## config.mk

```make
export PLATFORM = sky130hd
export DESIGN_NAME = wdt_core
export DESIGN_NICKNAME = d
export VERILOG_FILES = /design/src/hw/wdt_pkg.sv /design/src/hw/wdt_core.sv /design/src/hw/wdt_tick_gen.sv
export SDC_FILE = /design/constraint.sdc
export NUM_CORES = 1
export LEC_CHECK = 0
export BUFFER_PORTS_ARGS = -buffer_cell sky130_fd_sc_hd__buf_2
export CAP_MARGIN = 0
export CORE_MARGIN = 8
export CORE_UTILIZATION = 54
export CTS_CLUSTER_DIAMETER = 200
export DETAILED_ROUTE_END_ITERATION = 12
export HOLD_SLACK_MARGIN = 0.03
export PLACE_DENSITY = 0.86
export SYNTH_ARGS = -nofsm -noshare
export SYNTH_HDL_FRONTEND = slang
export SYNTH_SLANG_ARGS = --single-unit
```

## constraint.sdc

```tcl
create_clock -name i_clk -period 1.2 [get_ports i_clk]
set_input_delay 0.24 -clock i_clk [delete_from_list [all_inputs] [get_ports i_clk]]
set_output_delay 0.24 -clock i_clk [all_outputs]
set_load 0.02 [all_outputs]
```

## src/hw/wdt_pkg.sv

```systemverilog
package wdt_pkg;
  localparam int unsigned WDT_CNT_W = 8;
  localparam logic [7:0] WDT_CODE_CLEAR = 8'h4E;
  localparam logic [7:0] WDT_CODE_DISABLE = 8'hB1;
  localparam logic [7:0] WDT_CNT_MAX = 8'hFF;
  localparam logic [7:0] WDT_CNT_ZERO = 8'h00;
  localparam logic [7:0] WDT_CNT_ONE = 8'h01;
  // Lower edge of the clear window for each window setting
  localparam logic [7:0] WDT_WIN_Q1 = 8'h40;
  localparam logic [7:0] WDT_WIN_HALF = 8'h80;
  localparam logic [7:0] WDT_WIN_Q3 = 8'hC0;
  localparam logic [1:0] WDT_WIN_ANY = 2'h0;
  localparam logic [1:0] WDT_WIN_1 = 2'h1;
  localparam logic [1:0] WDT_WIN_2 = 2'h2;
  // Source clock = 2**(WDT_SRC_LOG2 + 2*period) system clocks
  localparam int unsigned WDT_SRC_LOG2 = 8;
  localparam int unsigned WDT_DIV_W = WDT_SRC_LOG2 + 6;
  // Reset values of the control register
  localparam logic WDT_RST_ENABLE = 1'b1;
  localparam logic WDT_RST_ACTION = 1'b1;
  localparam logic [1:0] WDT_RST_WINDOW = 2'h0;
  localparam logic [1:0] WDT_RST_PERIOD = 2'h3;

  typedef enum logic {
    WDT_OFF = 1'b0,
    WDT_ON = 1'b1
  } wdt_run_e;

  typedef struct packed {
    logic watchdog_enable_bit;
    logic overflow_action_select;
    logic [1:0] clear_window_field;
    logic [1:0] overflow_period_field;
  } wdt_ctrl_s;

  typedef struct packed {
    logic overflow_cause_flag;
    logic early_service_cause_flag;
    logic running_status_bit;
  } wdt_status_s;
endpackage

```

## src/hw/wdt_core.sv

```systemverilog
`timescale 1ns/1ps
// Notes on behaviour
// - Action select 0: each overflow pulses the interrupt request; counting goes on.
// - The interrupt request is never gated by any interrupt enable.
// - Every new event pulses the request again, even if one is in service.
// - Action select 1: overflow pulses the device reset request instead.
// - Writing clear code 0x4E zeroes the counter; counting continues.
// - Disable code 0xB1 stops the watchdog only while enable bit is 0.
// - Clear and overflow in one cycle: clear wins, no overflow.
// - Counter monitor output shows the live 8-bit count.
// - Running status bit is 1 while enabled, 0 while disabled.
// - Overflow cause flag sets when an overflow raises an interrupt.
// - Early-service flag sets when an out-of-window clear raises an interrupt.
// - A status read clears both cause flags.
// - A set coinciding with a status read wins over the clear.
// - Enable bit is 1 after reset release, so the watchdog runs.
// - Disabling zeroes the counter; setting enable again restarts with no code.
// - Window 00 allows clears anytime; otherwise early clears interrupt, no clear.
// - Counter pauses in stop, warm-up, idle and sleep; resumes afterwards.
module wdt_core
(
  input wire logic i_clk,
  input wire logic i_rst_b,
  input wire logic i_ctrl_wr,
  input wire wdt_pkg::wdt_ctrl_s i_ctrl_wdata,
  input wire logic i_code_wr,
  input wire logic [7:0] i_code,
  input wire logic i_status_rd,
  input wire logic i_low_power,
  output wdt_pkg::wdt_ctrl_s o_ctrl,
  output logic [7:0] o_count,
  output wdt_pkg::wdt_status_s o_status,
  output logic o_nmi_req,
  output logic o_rst_req
);
  import wdt_pkg::*;

  logic rst_meta_ff;
  logic rst_sync_ff;
  wdt_ctrl_s ctrl_ff;
  wdt_ctrl_s nxt_ctrl;
  wdt_run_e run_ff;
  wdt_run_e nxt_run;
  logic [7:0] cnt_ff;
  logic [7:0] nxt_cnt;
  wdt_status_s status_ff;
  wdt_status_s nxt_status;
  logic nmi_ff;
  logic nxt_nmi;
  logic rstreq_ff;
  logic nxt_rstreq;
  logic tick;
  logic in_window;
  logic clear_req;
  logic clear_ok;
  logic early_clear;
  logic disable_req;
  logic overflow;
  logic [7:0] win_lo;

  // Reset is released through two flops so removal is synchronous
  always_ff @(posedge i_clk or negedge i_rst_b)
  begin
    if (!i_rst_b)
    begin
      rst_meta_ff <= 1'b0;
      rst_sync_ff <= 1'b0;
    end
    else
    begin
      rst_meta_ff <= 1'b1;
      rst_sync_ff <= rst_meta_ff;
    end
  end

  wdt_tick_gen u_tick
  (
    .i_clk(i_clk),
    .i_rst_b(rst_sync_ff),
    .i_run(run_ff == WDT_ON),
    .i_pause(i_low_power),
    .i_period(ctrl_ff.overflow_period_field),
    .o_tick(tick)
  );

  always_comb
  begin
    case (ctrl_ff.clear_window_field)
      WDT_WIN_ANY: win_lo = WDT_CNT_ZERO;
      WDT_WIN_1: win_lo = WDT_WIN_Q1;
      WDT_WIN_2: win_lo = WDT_WIN_HALF;
      default: win_lo = WDT_WIN_Q3;
    endcase
    in_window = (cnt_ff >= win_lo);
    clear_req = i_code_wr && (i_code == WDT_CODE_CLEAR) && (run_ff == WDT_ON);
    clear_ok = clear_req && in_window;
    early_clear = clear_req && !in_window;
    disable_req = i_code_wr && (i_code == WDT_CODE_DISABLE) && !ctrl_ff.watchdog_enable_bit;
    // Clear and disable both beat a coincident wrap
    overflow = (run_ff == WDT_ON) && tick && (cnt_ff == WDT_CNT_MAX) && !clear_ok
      && !disable_req;
  end

  always_comb
  begin
    nxt_ctrl = ctrl_ff;
    nxt_run = run_ff;
    if (i_ctrl_wr)
    begin
      nxt_ctrl = i_ctrl_wdata;
      if (i_ctrl_wdata.watchdog_enable_bit)
      begin
        nxt_run = WDT_ON;
      end
    end
    if (disable_req)
    begin
      nxt_run = WDT_OFF;
    end
  end

  always_comb
  begin
    nxt_cnt = cnt_ff;
    if (run_ff == WDT_OFF || disable_req)
    begin
      nxt_cnt = WDT_CNT_ZERO;
    end
    else if (clear_ok)
    begin
      nxt_cnt = WDT_CNT_ZERO;
    end
    else if (tick)
    begin
      nxt_cnt = cnt_ff + WDT_CNT_ONE;
    end
  end

  always_comb
  begin
    nxt_nmi = early_clear || (overflow && !ctrl_ff.overflow_action_select);
    nxt_rstreq = overflow && ctrl_ff.overflow_action_select;
    nxt_status.running_status_bit = (nxt_run == WDT_ON);
    // Set terms are ORed after the read clear so a coincident event survives
    nxt_status.overflow_cause_flag = (status_ff.overflow_cause_flag && !i_status_rd)
      || (overflow && !ctrl_ff.overflow_action_select);
    nxt_status.early_service_cause_flag = (status_ff.early_service_cause_flag
      && !i_status_rd) || early_clear;
  end

  always_ff @(posedge i_clk or negedge rst_sync_ff)
  begin
    if (!rst_sync_ff)
    begin
      ctrl_ff <= '{WDT_RST_ENABLE, WDT_RST_ACTION, WDT_RST_WINDOW, WDT_RST_PERIOD};
      run_ff <= WDT_ON;
      cnt_ff <= WDT_CNT_ZERO;
      status_ff <= '{1'b0, 1'b0, 1'b1};
      nmi_ff <= 1'b0;
      rstreq_ff <= 1'b0;
    end
    else
    begin
      ctrl_ff <= nxt_ctrl;
      run_ff <= nxt_run;
      cnt_ff <= nxt_cnt;
      status_ff <= nxt_status;
      nmi_ff <= nxt_nmi;
      rstreq_ff <= nxt_rstreq;
    end
  end

  assign o_ctrl = ctrl_ff;
  assign o_count = cnt_ff;
  assign o_status = status_ff;
  assign o_nmi_req = nmi_ff;
  assign o_rst_req = rstreq_ff;
endmodule

```

## src/hw/wdt_tick_gen.sv

```systemverilog
`timescale 1ns/1ps
module wdt_tick_gen
(
  input wire logic i_clk,
  input wire logic i_rst_b,
  input wire logic i_run,
  input wire logic i_pause,
  input wire logic [1:0] i_period,
  output logic o_tick
);
  import wdt_pkg::*;

  logic [WDT_DIV_W-1:0] div_ff;
  logic [WDT_DIV_W-1:0] nxt_div;
  logic [WDT_DIV_W-1:0] mask;

  always_comb
  begin
    mask = WDT_DIV_W'((1 << (WDT_SRC_LOG2 + 2 * int'(i_period))) - 1);
    o_tick = i_run && !i_pause && ((div_ff & mask) == mask);
    if (!i_run)
    begin
      nxt_div = '0;
    end
    else if (i_pause)
    begin
      nxt_div = div_ff;
    end
    else
    begin
      nxt_div = div_ff + WDT_DIV_W'(1);
    end
  end

  always_ff @(posedge i_clk or negedge i_rst_b)
  begin
    if (!i_rst_b)
    begin
      div_ff <= '0;
    end
    else
    begin
      div_ff <= nxt_div;
    end
  end
endmodule

```

==> key figures, run 1 <==
Synthesis
  – Top_reg_cell synth: dfrtp_1
  – Mapped Nets: approximately 220
  – Synth Instances: approximately 190
  – Post-synth ARST share: between 90% and 100%
  – Synth warn: 0
  – Seq/Total Area, Yosys: approximately 46%
  – Yosys reg bits: 35
  – Syn Area/Cell: 10.2 um^2
  – Cell Area, Synth: around 1900 um^2
  – Cell variety after synth: 47
  – Post-synth EDFFs: 0

Die
  – Die width: 75.7 um
  – FP Rows: 21
  – Die Span Y: 75.7 um
  – Initial Util: a little under three fifths
  – I/O pins: 39

Placement
  – GPL Wtd Cong: around 0.83
  – Setup WS pre-CTS: -0.736 ns
  – Placed wire-length estimate: 4300 um
  – Port bufs: 38

Clocking
  – Root Driver: clkbuf_4
  – Clock Sink Count: 35
  – Clock Tree Buf Depth: 2
  – H-tree depth: 2
  – Cts bufs inserted: 5

Global routing
  – Largest net degree at the start of global routing: 34

Outcome
  – Last stage: global routing
  – Status: stopped before the end
  – Error msg: [ERROR DPL-0038] Utilization greater than 100%, impossible to legalize

Timing
  – Worst EP kind: register data pin
  – Crit. endpoint post-GRT repair: o_count[5]$_DFFE_PN0P_/D
[repair_timing]
action / CTS
endpoints found under the setup margin: 36
pin swaps: 20
hold buffers: 1
resized for setup: 66
buffers inserted: 14
endpoints found under the hold margin: 2
[Yosys cell counts, drive strengths merged, types with 6 or more instances]
cell type / number / area (um^2)
or4: 6 / 48.8
dfrtp: 30 / 751
ha: 6 / 75.1
a21oi: 10 / 53.8
and2: 14 / 87.6
nand2: 12 / 45.0
nand4: 9 / 56.3
inv: 9 / 33.8
nand3: 9 / 45.0
xnor2: 7 / 61.3
o21ai: 6 / 30.0
o31ai: 8 / 60.1
[metrics by stage]
step | TNS, ns | area (um^2) | hold slack (ns) | util (%) | cells
floorplan | -6.71 | 2060 | -0.0556 | - | 189
global placement | -8.80 | 2730 | 0.0242 | 80.4 | 326
detailed placement | -10.41 | 2730 | 0.0268 | 80.4 | 326
CTS | -10.47 | 3150 | 0.0728 | 92.9 | 344
[cell families after synthesis]
logic type	after synthesis	synth area share (%)
simple gates	80	25.6
compound gates	36	13.1
mux	6	3.44
flops	35	45.8
xor+xnor	11	5.00
buf+inv	14	2.99
other cells	1	0.195
fa+ha+maj	6	3.90
==> inputs of run 2 (changes only) <==
--- a/config.mk
+++ b/config.mk
@@ -8,11 +8,9 @@
 export BUFFER_PORTS_ARGS = -buffer_cell sky130_fd_sc_hd__buf_2
 export CAP_MARGIN = 0
 export CORE_MARGIN = 8
-export CORE_UTILIZATION = 54
-export CTS_CLUSTER_DIAMETER = 200
+export CORE_UTILIZATION = 40
 export DETAILED_ROUTE_END_ITERATION = 12
-export HOLD_SLACK_MARGIN = 0.03
-export PLACE_DENSITY = 0.86
+export PLACE_DENSITY_LB_ADDON = 0.15
 export SYNTH_ARGS = -nofsm -noshare
 export SYNTH_HDL_FRONTEND = slang
 export SYNTH_SLANG_ARGS = --single-unit
==> run 2 against run 1 <==
Against the previous run: the flow now finishes, with violations (setup timing); synthesized cell count unchanged; synthesized area did not move.
==> key figures, run 2 <==
Worst setup path
  – Critical path startpoint: o_ctrl[0]
  – CP max stage cell: dfstp_2
  – WP depth: 6
  – Worst Path Max Fanout: 6
  – Slowest stage delay, CP: ~0.6 ns
  – Crit Path Category: reg -> reg
  – Critical Path RT: 1.42 ns
  – Reg2Reg Setup Slack: -0.66 ns
  – Crit path cell chain: nand2b_4 -> ha_4 -> o21a_1 -> nand2_2 -> or4_1 -> a21oi_2
  – R2R Path Start: o_ctrl[0]
  – CP arrival: 2.08 ns
  – Startpoint types: register
  – Crit end category: register
  – RR Endpoint: o_count[2]
  – Critical path buffer and inverter count: 0
  – R2r worst-path depth: 6
  – Top Family by Delay on Critical Path: simple AND/OR/NAND/NOR gates

Clocking
  – H-tree depth: 2 (unchanged)
  – Clock Latency Late Sink: about 0.29 ns
  – CTS tree: done
  – Cts bufs inserted: 5 (unchanged)
  – Clock Tree Buf Depth: 2 (unchanged)
  – Root Driver: clkbuf_8 (was clkbuf_4)
  – Clk slew on worst S/H paths: 0.07 ns
  – Clock Sink Count: 35 (unchanged)

Die
  – I/O pins: 39 (unchanged)
  – Die width: 85.4 um (was 75.7 um)
  – FP Rows: 25 (was 21)
  – Die area: 7290 um^2
  – Core ar.: 4690 um^2
  – Die Span Y: 85.4 um (was 75.7 um)
  – Initial Util: 41.0% (was 56.8%)

Timing
  – Hold Violations, Final: 0
  – Unrepaired setup endpoints after global routing: yes
  – Setup Skew: ~0.0093 ns
  – Max Fclk: 537 MHz
  – Post-route setup TNS: -9.53 ns
  – Post-layout min period: 1.86 ns
  – Final worst-path cycle share: 155%
  – Endpoints failing setup: 28
  – Min Hold Slack: roughly 0.13 ns
  – Final-report max-slew violation count: 0
  – PnR worst setup slack: -0.662 ns

Layout
  – Final #Nets: between 300 and 400
  – ANT cells: 0
  – Most frequent cells in the layout: buf_4, buf_6, buf_2, dfrtp_1, and2_1
  – Commonest non-fill, non-tap cell in the layout: buf_4
  – Synth-to-layout area growth: 68.6%
  – Share of layout cells above drive strength 1: just under 60%
  – Most flops, register: u_tick.div_ff
  – Non-filler cells, final: about 360
  – Max reg flops: 14

Synthesis
  – Synth Area in Compound Gates: 13.1% (unchanged)
  – Mux cell area share after synthesis: 3.44% (unchanged)
  – Mapped Nets: 215 (unchanged)
  – Syn Area/Cell: 10.2 um^2 (unchanged)
  – Cell Area, Synth: 1930 um^2 (unchanged)
  – Simple-gate share of the synthesized area: 25.6% (unchanged)
  – Fraction of synthesized cell area in xor and xnor cells: 5.00% (unchanged)
  – Synth top cells by count: dfrtp_1, and2_1, nand2_1 (unchanged)
  – Synth area leader: dfrtp_1 (unchanged)
  – Adder-cell share of the synthesized area: 3.90% (unchanged)
  – Yosys reg bits: 35 (unchanged)
  – Most numerous cell in the Yosys netlist: dfrtp_1 (unchanged)
  – Synth area leaders: dfrtp_1, dfstp_2, and2_1, ha_1, xnor2_1 (unchanged)
  – Post-synth ARST share: 100% (unchanged)
  – Cell variety after synth: 47 (unchanged)
  – Synth warn: 0 (unchanged)
  – Main combinational cell family by area after synthesis: simple AND/OR/NAND/NOR gates (unchanged)
  – Seq/Total Area, Yosys: 45.8% (unchanged)
  – Synth Instances: 189 (unchanged)
  – Post-synth EDFFs: 0 (unchanged)
  – Area share of the largest cell type after synthesis: 39.0% (unchanged)
  – Top_reg_cell synth: dfrtp_1 (unchanged)

Power
  – PwrDens: approximately 1000 nW/um^2
  – Final Power: about 3.3 mW
  – Worst VDD drop: 0.875 mV
  – Leak Pwr: around 1.5 nW

Worst hold path
  – Hold Path Sink: o_status[1]
  – Hold path depth: 2
  – Worst Hold Launch: i_status_rd
  – Hold Crit Class: in -> reg

Global routing
  – Largest net degree at the start of global routing: 34
  – Vias in the first global route: ~1900
  – Initial antenna violation count: 0
  – GRT Util Overall: between 10% and 20%
  – First-pass GRT wire length: between 9000 and 10000 um
  – Gr ovfl total: 0

Placement
  – Placed wire-length estimate: 3910 um (was 4300 um)
  – Number of cells after detailed placement: 333 (was 326)
  – Port bufs: 38 (unchanged)
  – GPL Wtd Cong: 0.803 (was 0.834)

Drt
  – Post-DRT Antenna Nets: 0
  – Residual DRC count: 0
  – DR pass1 iterations: 4
  – Via/cell ratio: about 5.3
  – Drt wl/cell: around 16 um
  – Initial DRC count: between 50 and 60
  – Final WL: 5700 um
  – Via count: 1905

Outcome
  – Failing checks: setup timing
  – Status: finished with violations (was stopped before the end)

Run
  – Max_cap viols: 0
[run 2: cell counts after synthesis]
Identical to the previous run, type by type.
[run 2: power by group]
group | internal (mW) | leakage, nW | switching [mW]
logic | 0.615 | 1.00 | 0.467
clock network | 0.412 | 0.0395 | 0.418
registers | 1.32 | 0.445 | 0.0919
total | 2.35 | 1.49 | 0.978
[run 2: cell type report]
cell class              count  area, um^2
clock buffers               8        80.1
fillers                   330        1450
inverters                   9        36.3
multi-input cells         140        1260
flip-flops and latches     35         888
well taps                  54        67.6
repair buffers            113         916
[run 2: what timing repair did]
item / 4_1_cts / 5_1_grt
buffers inserted: 4 / 16
endpoints found under the setup margin: 37 / 37
pin swaps: 17 / 15
hold buffers: 1 / 0
resized for setup: 54 / 23
cloned: 0 / 0
hold endpoints to repair: 2 / 0
[run 2: logic make-up after synthesis]
kind of cell,Yosys count
AO/OA/AOI/OAI,36
XOR/XNOR,11
adder cells (fa/ha/maj),6
buffers and inverters,14
flip-flops,35
multiplexers,6
other,1
AND/OR/NAND/NOR,80
[run 2: worst max path at each step]
| stage | slack (ns) | endpoint |
|---|---|---|
| after floorplan | -0.66 | o_count[2] |
| after global placement | -0.64 | o_count[2] |
| after detailed placement | -0.66 | o_count[2] |
| after CTS | -0.65 | o_count[2] |
| after global routing | -0.73 | o_count[2] |
| final | -0.66 | o_count[2] |
[run 2: per-stage QoR]
| stage | worst slack [ns] | cell area, um^2 | utilization [%] |
|---|---|---|---|
| floorplan | -0.658 | 2060 | - |
| global placement | -0.636 | 2730 | 58.1 |
| detailed placement | -0.658 | 2730 | 58.1 |
| CTS | -0.652 | 3040 | 64.8 |
| global route | -0.732 | 3250 | 69.2 |
| finish | -0.662 | 3250 | 69.2 |
[run 2: layer usage]
metal / wire, um / up-vias / track usage (%)
met5: 0 / - / 0
met4: 149 / 0 / 7.96
met3: 187 / 12 / 3.86
met2: 2880 / 33 / 26.1
met1: 2490 / 931 / 18.9
li1: - / 929 / -
[run 2: worst reg2reg max path: cells and delay by family, from the launching register on]
| kind | cells | cell delay [ns] |
|---|---|---|
| adders and majority gates | 1 | 0.26 |
| AOI/OAI and AO/OA | 2 | 0.28 |
| DFF | 1 | 0.60 |
| and+or+nand+nor | 3 | 0.66 |
Power figures use the tool's default switching activity.
==> inputs of run 3 (changes only) <==
--- a/config.mk
+++ b/config.mk
@@ -13,4 +13,5 @@
 export PLACE_DENSITY_LB_ADDON = 0.15
 export SYNTH_ARGS = -nofsm -noshare
 export SYNTH_HDL_FRONTEND = slang
+export SYNTH_HIERARCHICAL = 1
 export SYNTH_SLANG_ARGS = --single-unit
==> run 3 against run 2 <==
Against the previous run: the run still ends with setup timing left; clock skew hardly changed; hold slack better by 0.0094 ns; non-clock buffer count is 11 lower; final cell count is 10% lower; clock power is 15% higher; die area is 6.4% lower; global-route usage is 1.3 points lower; critical endpoint is now o_count[5].
==> key figures, run 3 <==
Drt
  – Residual DRC count: 0 (unchanged)
  – Post-DRT Antenna Nets: 0 (unchanged)
  – Initial DRC count: 70 (was 57)
  – Drt wl/cell: 15.3 um (was 15.9 um)
  – Final WL: 4910 um (was 5700 um)
  – Via count: 1603 (was 1905)
  – Via/cell ratio: 4.98 (was 5.31)
  – DR pass1 iterations: 4 (unchanged)

Timing
  – Hold Violations, Final: 0 (unchanged)
  – Endpoints failing setup: 30 (was 28)
  – Max Fclk: 454 MHz (was 537 MHz)
  – Post-layout min period: 2.20 ns (was 1.86 ns)
  – PnR worst setup slack: -1.00 ns (was -0.662 ns)
  – Unrepaired setup endpoints after global routing: yes (unchanged)
  – Post-route setup TNS: -17.51 ns (was -9.53 ns)
  – Setup Skew: 0.00895 ns (was 0.00925 ns)
  – Final worst-path cycle share: 184% (was 155%)
  – Final-report max-slew violation count: 0 (unchanged)

Die
  – Die Span Y: 82.6 um (was 85.4 um)
  – Die width: 82.6 um (was 85.4 um)
  – Initial Util: 41.0% (about the same)
  – Die area: 6820 um^2 (was 7290 um^2)
  – Core ar.: 4320 um^2 (was 4690 um^2)
  – FP Rows: 24 (was 25)
  – I/O pins: 39 (unchanged)

Clocking
  – H-tree depth: 2 (unchanged)
  – Cts bufs inserted: 5 (unchanged)
  – Clock Sink Count: 35 (unchanged)
  – Clk slew on worst S/H paths: 0.07 ns (about the same)
  – CTS tree: done (unchanged)
  – Root Driver: clkbuf_8 (unchanged)
  – Clock Latency Late Sink: 0.29 ns (about the same)
  – Clock Tree Buf Depth: 2 (unchanged)

Worst setup path
  – Crit Path Category: reg -> reg (unchanged)
  – Crit path cell chain: ha_2 -> nand4b_1 -> nor2_2 -> o2111ai_1 -> a211oi_2 -> buf_4 -> and4_4 -> nand3_1 -> xor2_1 -> nor2_1 (was nand2b_4 -> ha_4 -> o21a_1 -> nand2_2 -> or4_1 -> a21oi_2)
  – Top Family by Delay on Critical Path: simple AND/OR/NAND/NOR gates (unchanged)
  – CP max stage cell: dfrtp_1 (was dfstp_2)
  – Startpoint types: register (unchanged)
  – R2r worst-path depth: 10 (was 6)
  – Critical path startpoint: u_tick/div_ff[0] (was o_ctrl[0])
  – CP arrival: 2.37 ns (was 2.08 ns)
  – Critical Path RT: 1.37 ns (was 1.42 ns)
  – Slowest stage delay, CP: 0.37 ns (was 0.60 ns)
  – WP depth: 10 (was 6)
  – Worst Path Max Fanout: 3 (was 6)
  – Critical path buffer and inverter count: 1 (was 0)
  – Crit end category: register (unchanged)
  – R2R Path Start: u_tick/div_ff[0] (was o_ctrl[0])

Synthesis
  – Synth Instances: 164 (was 189)
  – Post-synth ARST share: 100% (unchanged)
  – Most numerous cell in the Yosys netlist: dfrtp_1 (unchanged)
  – Mapped Nets: 190 (was 215)
  – Synth area leader: dfrtp_1 (unchanged)
  – Synth area leaders: dfrtp_1, dfstp_2, xor2_1, nor2_1, ha_1 (was dfrtp_1, dfstp_2, and2_1, ha_1, xnor2_1)
  – Top_reg_cell synth: dfrtp_1 (unchanged)
  – Syn Area/Cell: 10.8 um^2 (was 10.2 um^2)
  – Yosys reg bits: 35 (unchanged)
  – Synth top cells by count: dfrtp_1, nor2_1, xor2_1, inv_1, nand2_1 (was dfrtp_1, and2_1, nand2_1)
  – Cell Area, Synth: 1770 um^2 (was 1930 um^2)
  – Cell variety after synth: 42 (was 47)
  – Area share of the largest cell type after synthesis: 42.3% (was 39.0%)
  – Post-synth EDFFs: 0 (unchanged)
  – Synth warn: 6 (was 0)
  – Seq/Total Area, Yosys: 49.7% (was 45.8%)

Outcome
  – Failing checks: setup timing (unchanged)
  – Status: finished with violations (unchanged)

Power
  – PwrDens: 1240 nW/um^2 (was 1020 nW/um^2)
  – Leak Pwr: 1.42 nW (was 1.49 nW)
  – Worst VDD drop: 0.727 mV (was 0.875 mV)

Placement
  – Placed wire-length estimate: 3320 um (was 3910 um)
  – Cell Area, Placed: 2360 um^2 (was 2730 um^2)
  – Port bufs: 38 (unchanged)
  – GPL Wtd Cong: 0.753 (was 0.803)

Global routing
  – Largest net degree at the start of global routing: 34 (unchanged)
  – First-pass GRT wire length: 7660 um (was 9120 um)
  – GRT Util Overall: 14.6% (was 15.9%)
  – Vias in the first global route: 1691 (was 1928)
  – Gr ovfl total: 0 (unchanged)
  – Initial antenna violation count: 0 (unchanged)

Worst hold path
  – Hold path depth: 2 (unchanged)
  – Hold Crit Class: in -> reg (unchanged)
  – Worst Hold Launch: i_status_rd (unchanged)

Layout
  – Most frequent cells in the layout: buf_6, buf_4, dfrtp_1, nor2_1, buf_2 (was buf_4, buf_6, buf_2, dfrtp_1, and2_1)
  – Max reg flops: 14 (unchanged)
  – Most flops, register: u_tick/div_ff (was u_tick.div_ff)
  – ANT cells: 0 (unchanged)
  – Final Core Density: 66.8% (was 69.2%)
  – Share of layout cells above drive strength 1: 53.3% (was 57.7%)
  – Commonest non-fill, non-tap cell in the layout: buf_6 (was buf_4)
  – Design Area, Final: 2890 um^2 (was 3250 um^2)
  – Final #Nets: 295 (was 330)
  – Synth-to-layout area growth: 62.8% (was 68.6%)

Run
  – Max_cap viols: 0 (unchanged)
run 3: changes by cell type after synthesis, moves of 4 or more:
cell and delta:
o31ai_1 -7, nand2_1 -4, o21ai_0 -4, nand3_1 -4, or4_1 -4, and2_1 -14, a21oi_1 -6, nor2_1 +24
xor2_1 +8
run 3: logic make-up (layout without fill, tap and decap cells):
kind of cell	Yosys count	after routing	share of synthesized area (%)
AO/OA/AOI/OAI	12	12	6.21
XOR/XNOR	19	19	9.38
adder cells (fa/ha/maj)	6	6	4.23
buffers and inverters	13	119	3.39
flip-flops	35	35	49.7
multiplexers	7	7	4.30
other	1	1	0.211
AND/OR/NAND/NOR	71	71	22.6
run 3: repair_timing:
item | in CTS | in global routing
hold endpoints to repair | 2 | 0
resized for setup | 61 | 16
cloned | 0 | 0
pin swaps | 22 | 13
setup endpoints to repair | 37 | 39
hold buffers | 1 | 0
buffers inserted | 17 | 12
run 3: cell type report:
cell class	count	area, um^2
Clock buffer	8	100
Fill cell	345	1440
Inverter	9	33.8
Multi-Input combinational cell	116	928
Sequential cell	35	883
Tap cell	52	65.1
Timing Repair Buffer	102	878
run 3: routing by layer:
metal	GRT usage (%)	part of all wire (%)	up-vias
li1	-	-	778
met1	16.9	42	789
met2	25.2	52	28
met3	4.76	4.4	8
met4	4.48	1.2	0
met5	0	0	-
run 3: per-stage QoR:
stage          instances  hold slack [ns]  power [mW]  setup slack (ns)
2_1_floorplan        164          -0.0556        1.77            -0.870
3_3_place_gp         294           0.0244        2.08            -0.824
3_5_place_dp         294           0.0275        2.13            -0.907
4_1_cts              316            0.130        3.46            -0.911
5_1_grt              322            0.130        3.75             -1.10
6_report             322            0.140        3.58             -1.00
run 3: worst reg2reg max path, delay by kind of cell, from the launching register on:
| family | cells | cell delay, ns |
|---|---|---|
| flops | 1 | 0.37 |
| fa+ha+maj | 1 | 0.21 |
| simple gates | 5 | 0.77 |
| buf+inv | 1 | 0.17 |
| compound gates | 2 | 0.41 |
| xor+xnor | 1 | 0.16 |
run 3: where the power goes:
part	switching (mW)	leakage (nW)	internal [mW]
registers	0.0847	0.451	1.31
clock network	0.430	0.0515	0.524
logic	0.468	0.915	0.756
run 3: final timing paths:
check,endpoint,slack [ns]
worst min-delay path,o_status[2],0.14
min in group asynchronous,u_tick/div_ff[4],0.22
worst max register to register,o_count[5],-1.00
worst max-delay path,o_count[5],-1.00
max in group asynchronous,o_ctrl[0],0.72
worst min register to register,u_tick/div_ff[4],0.22
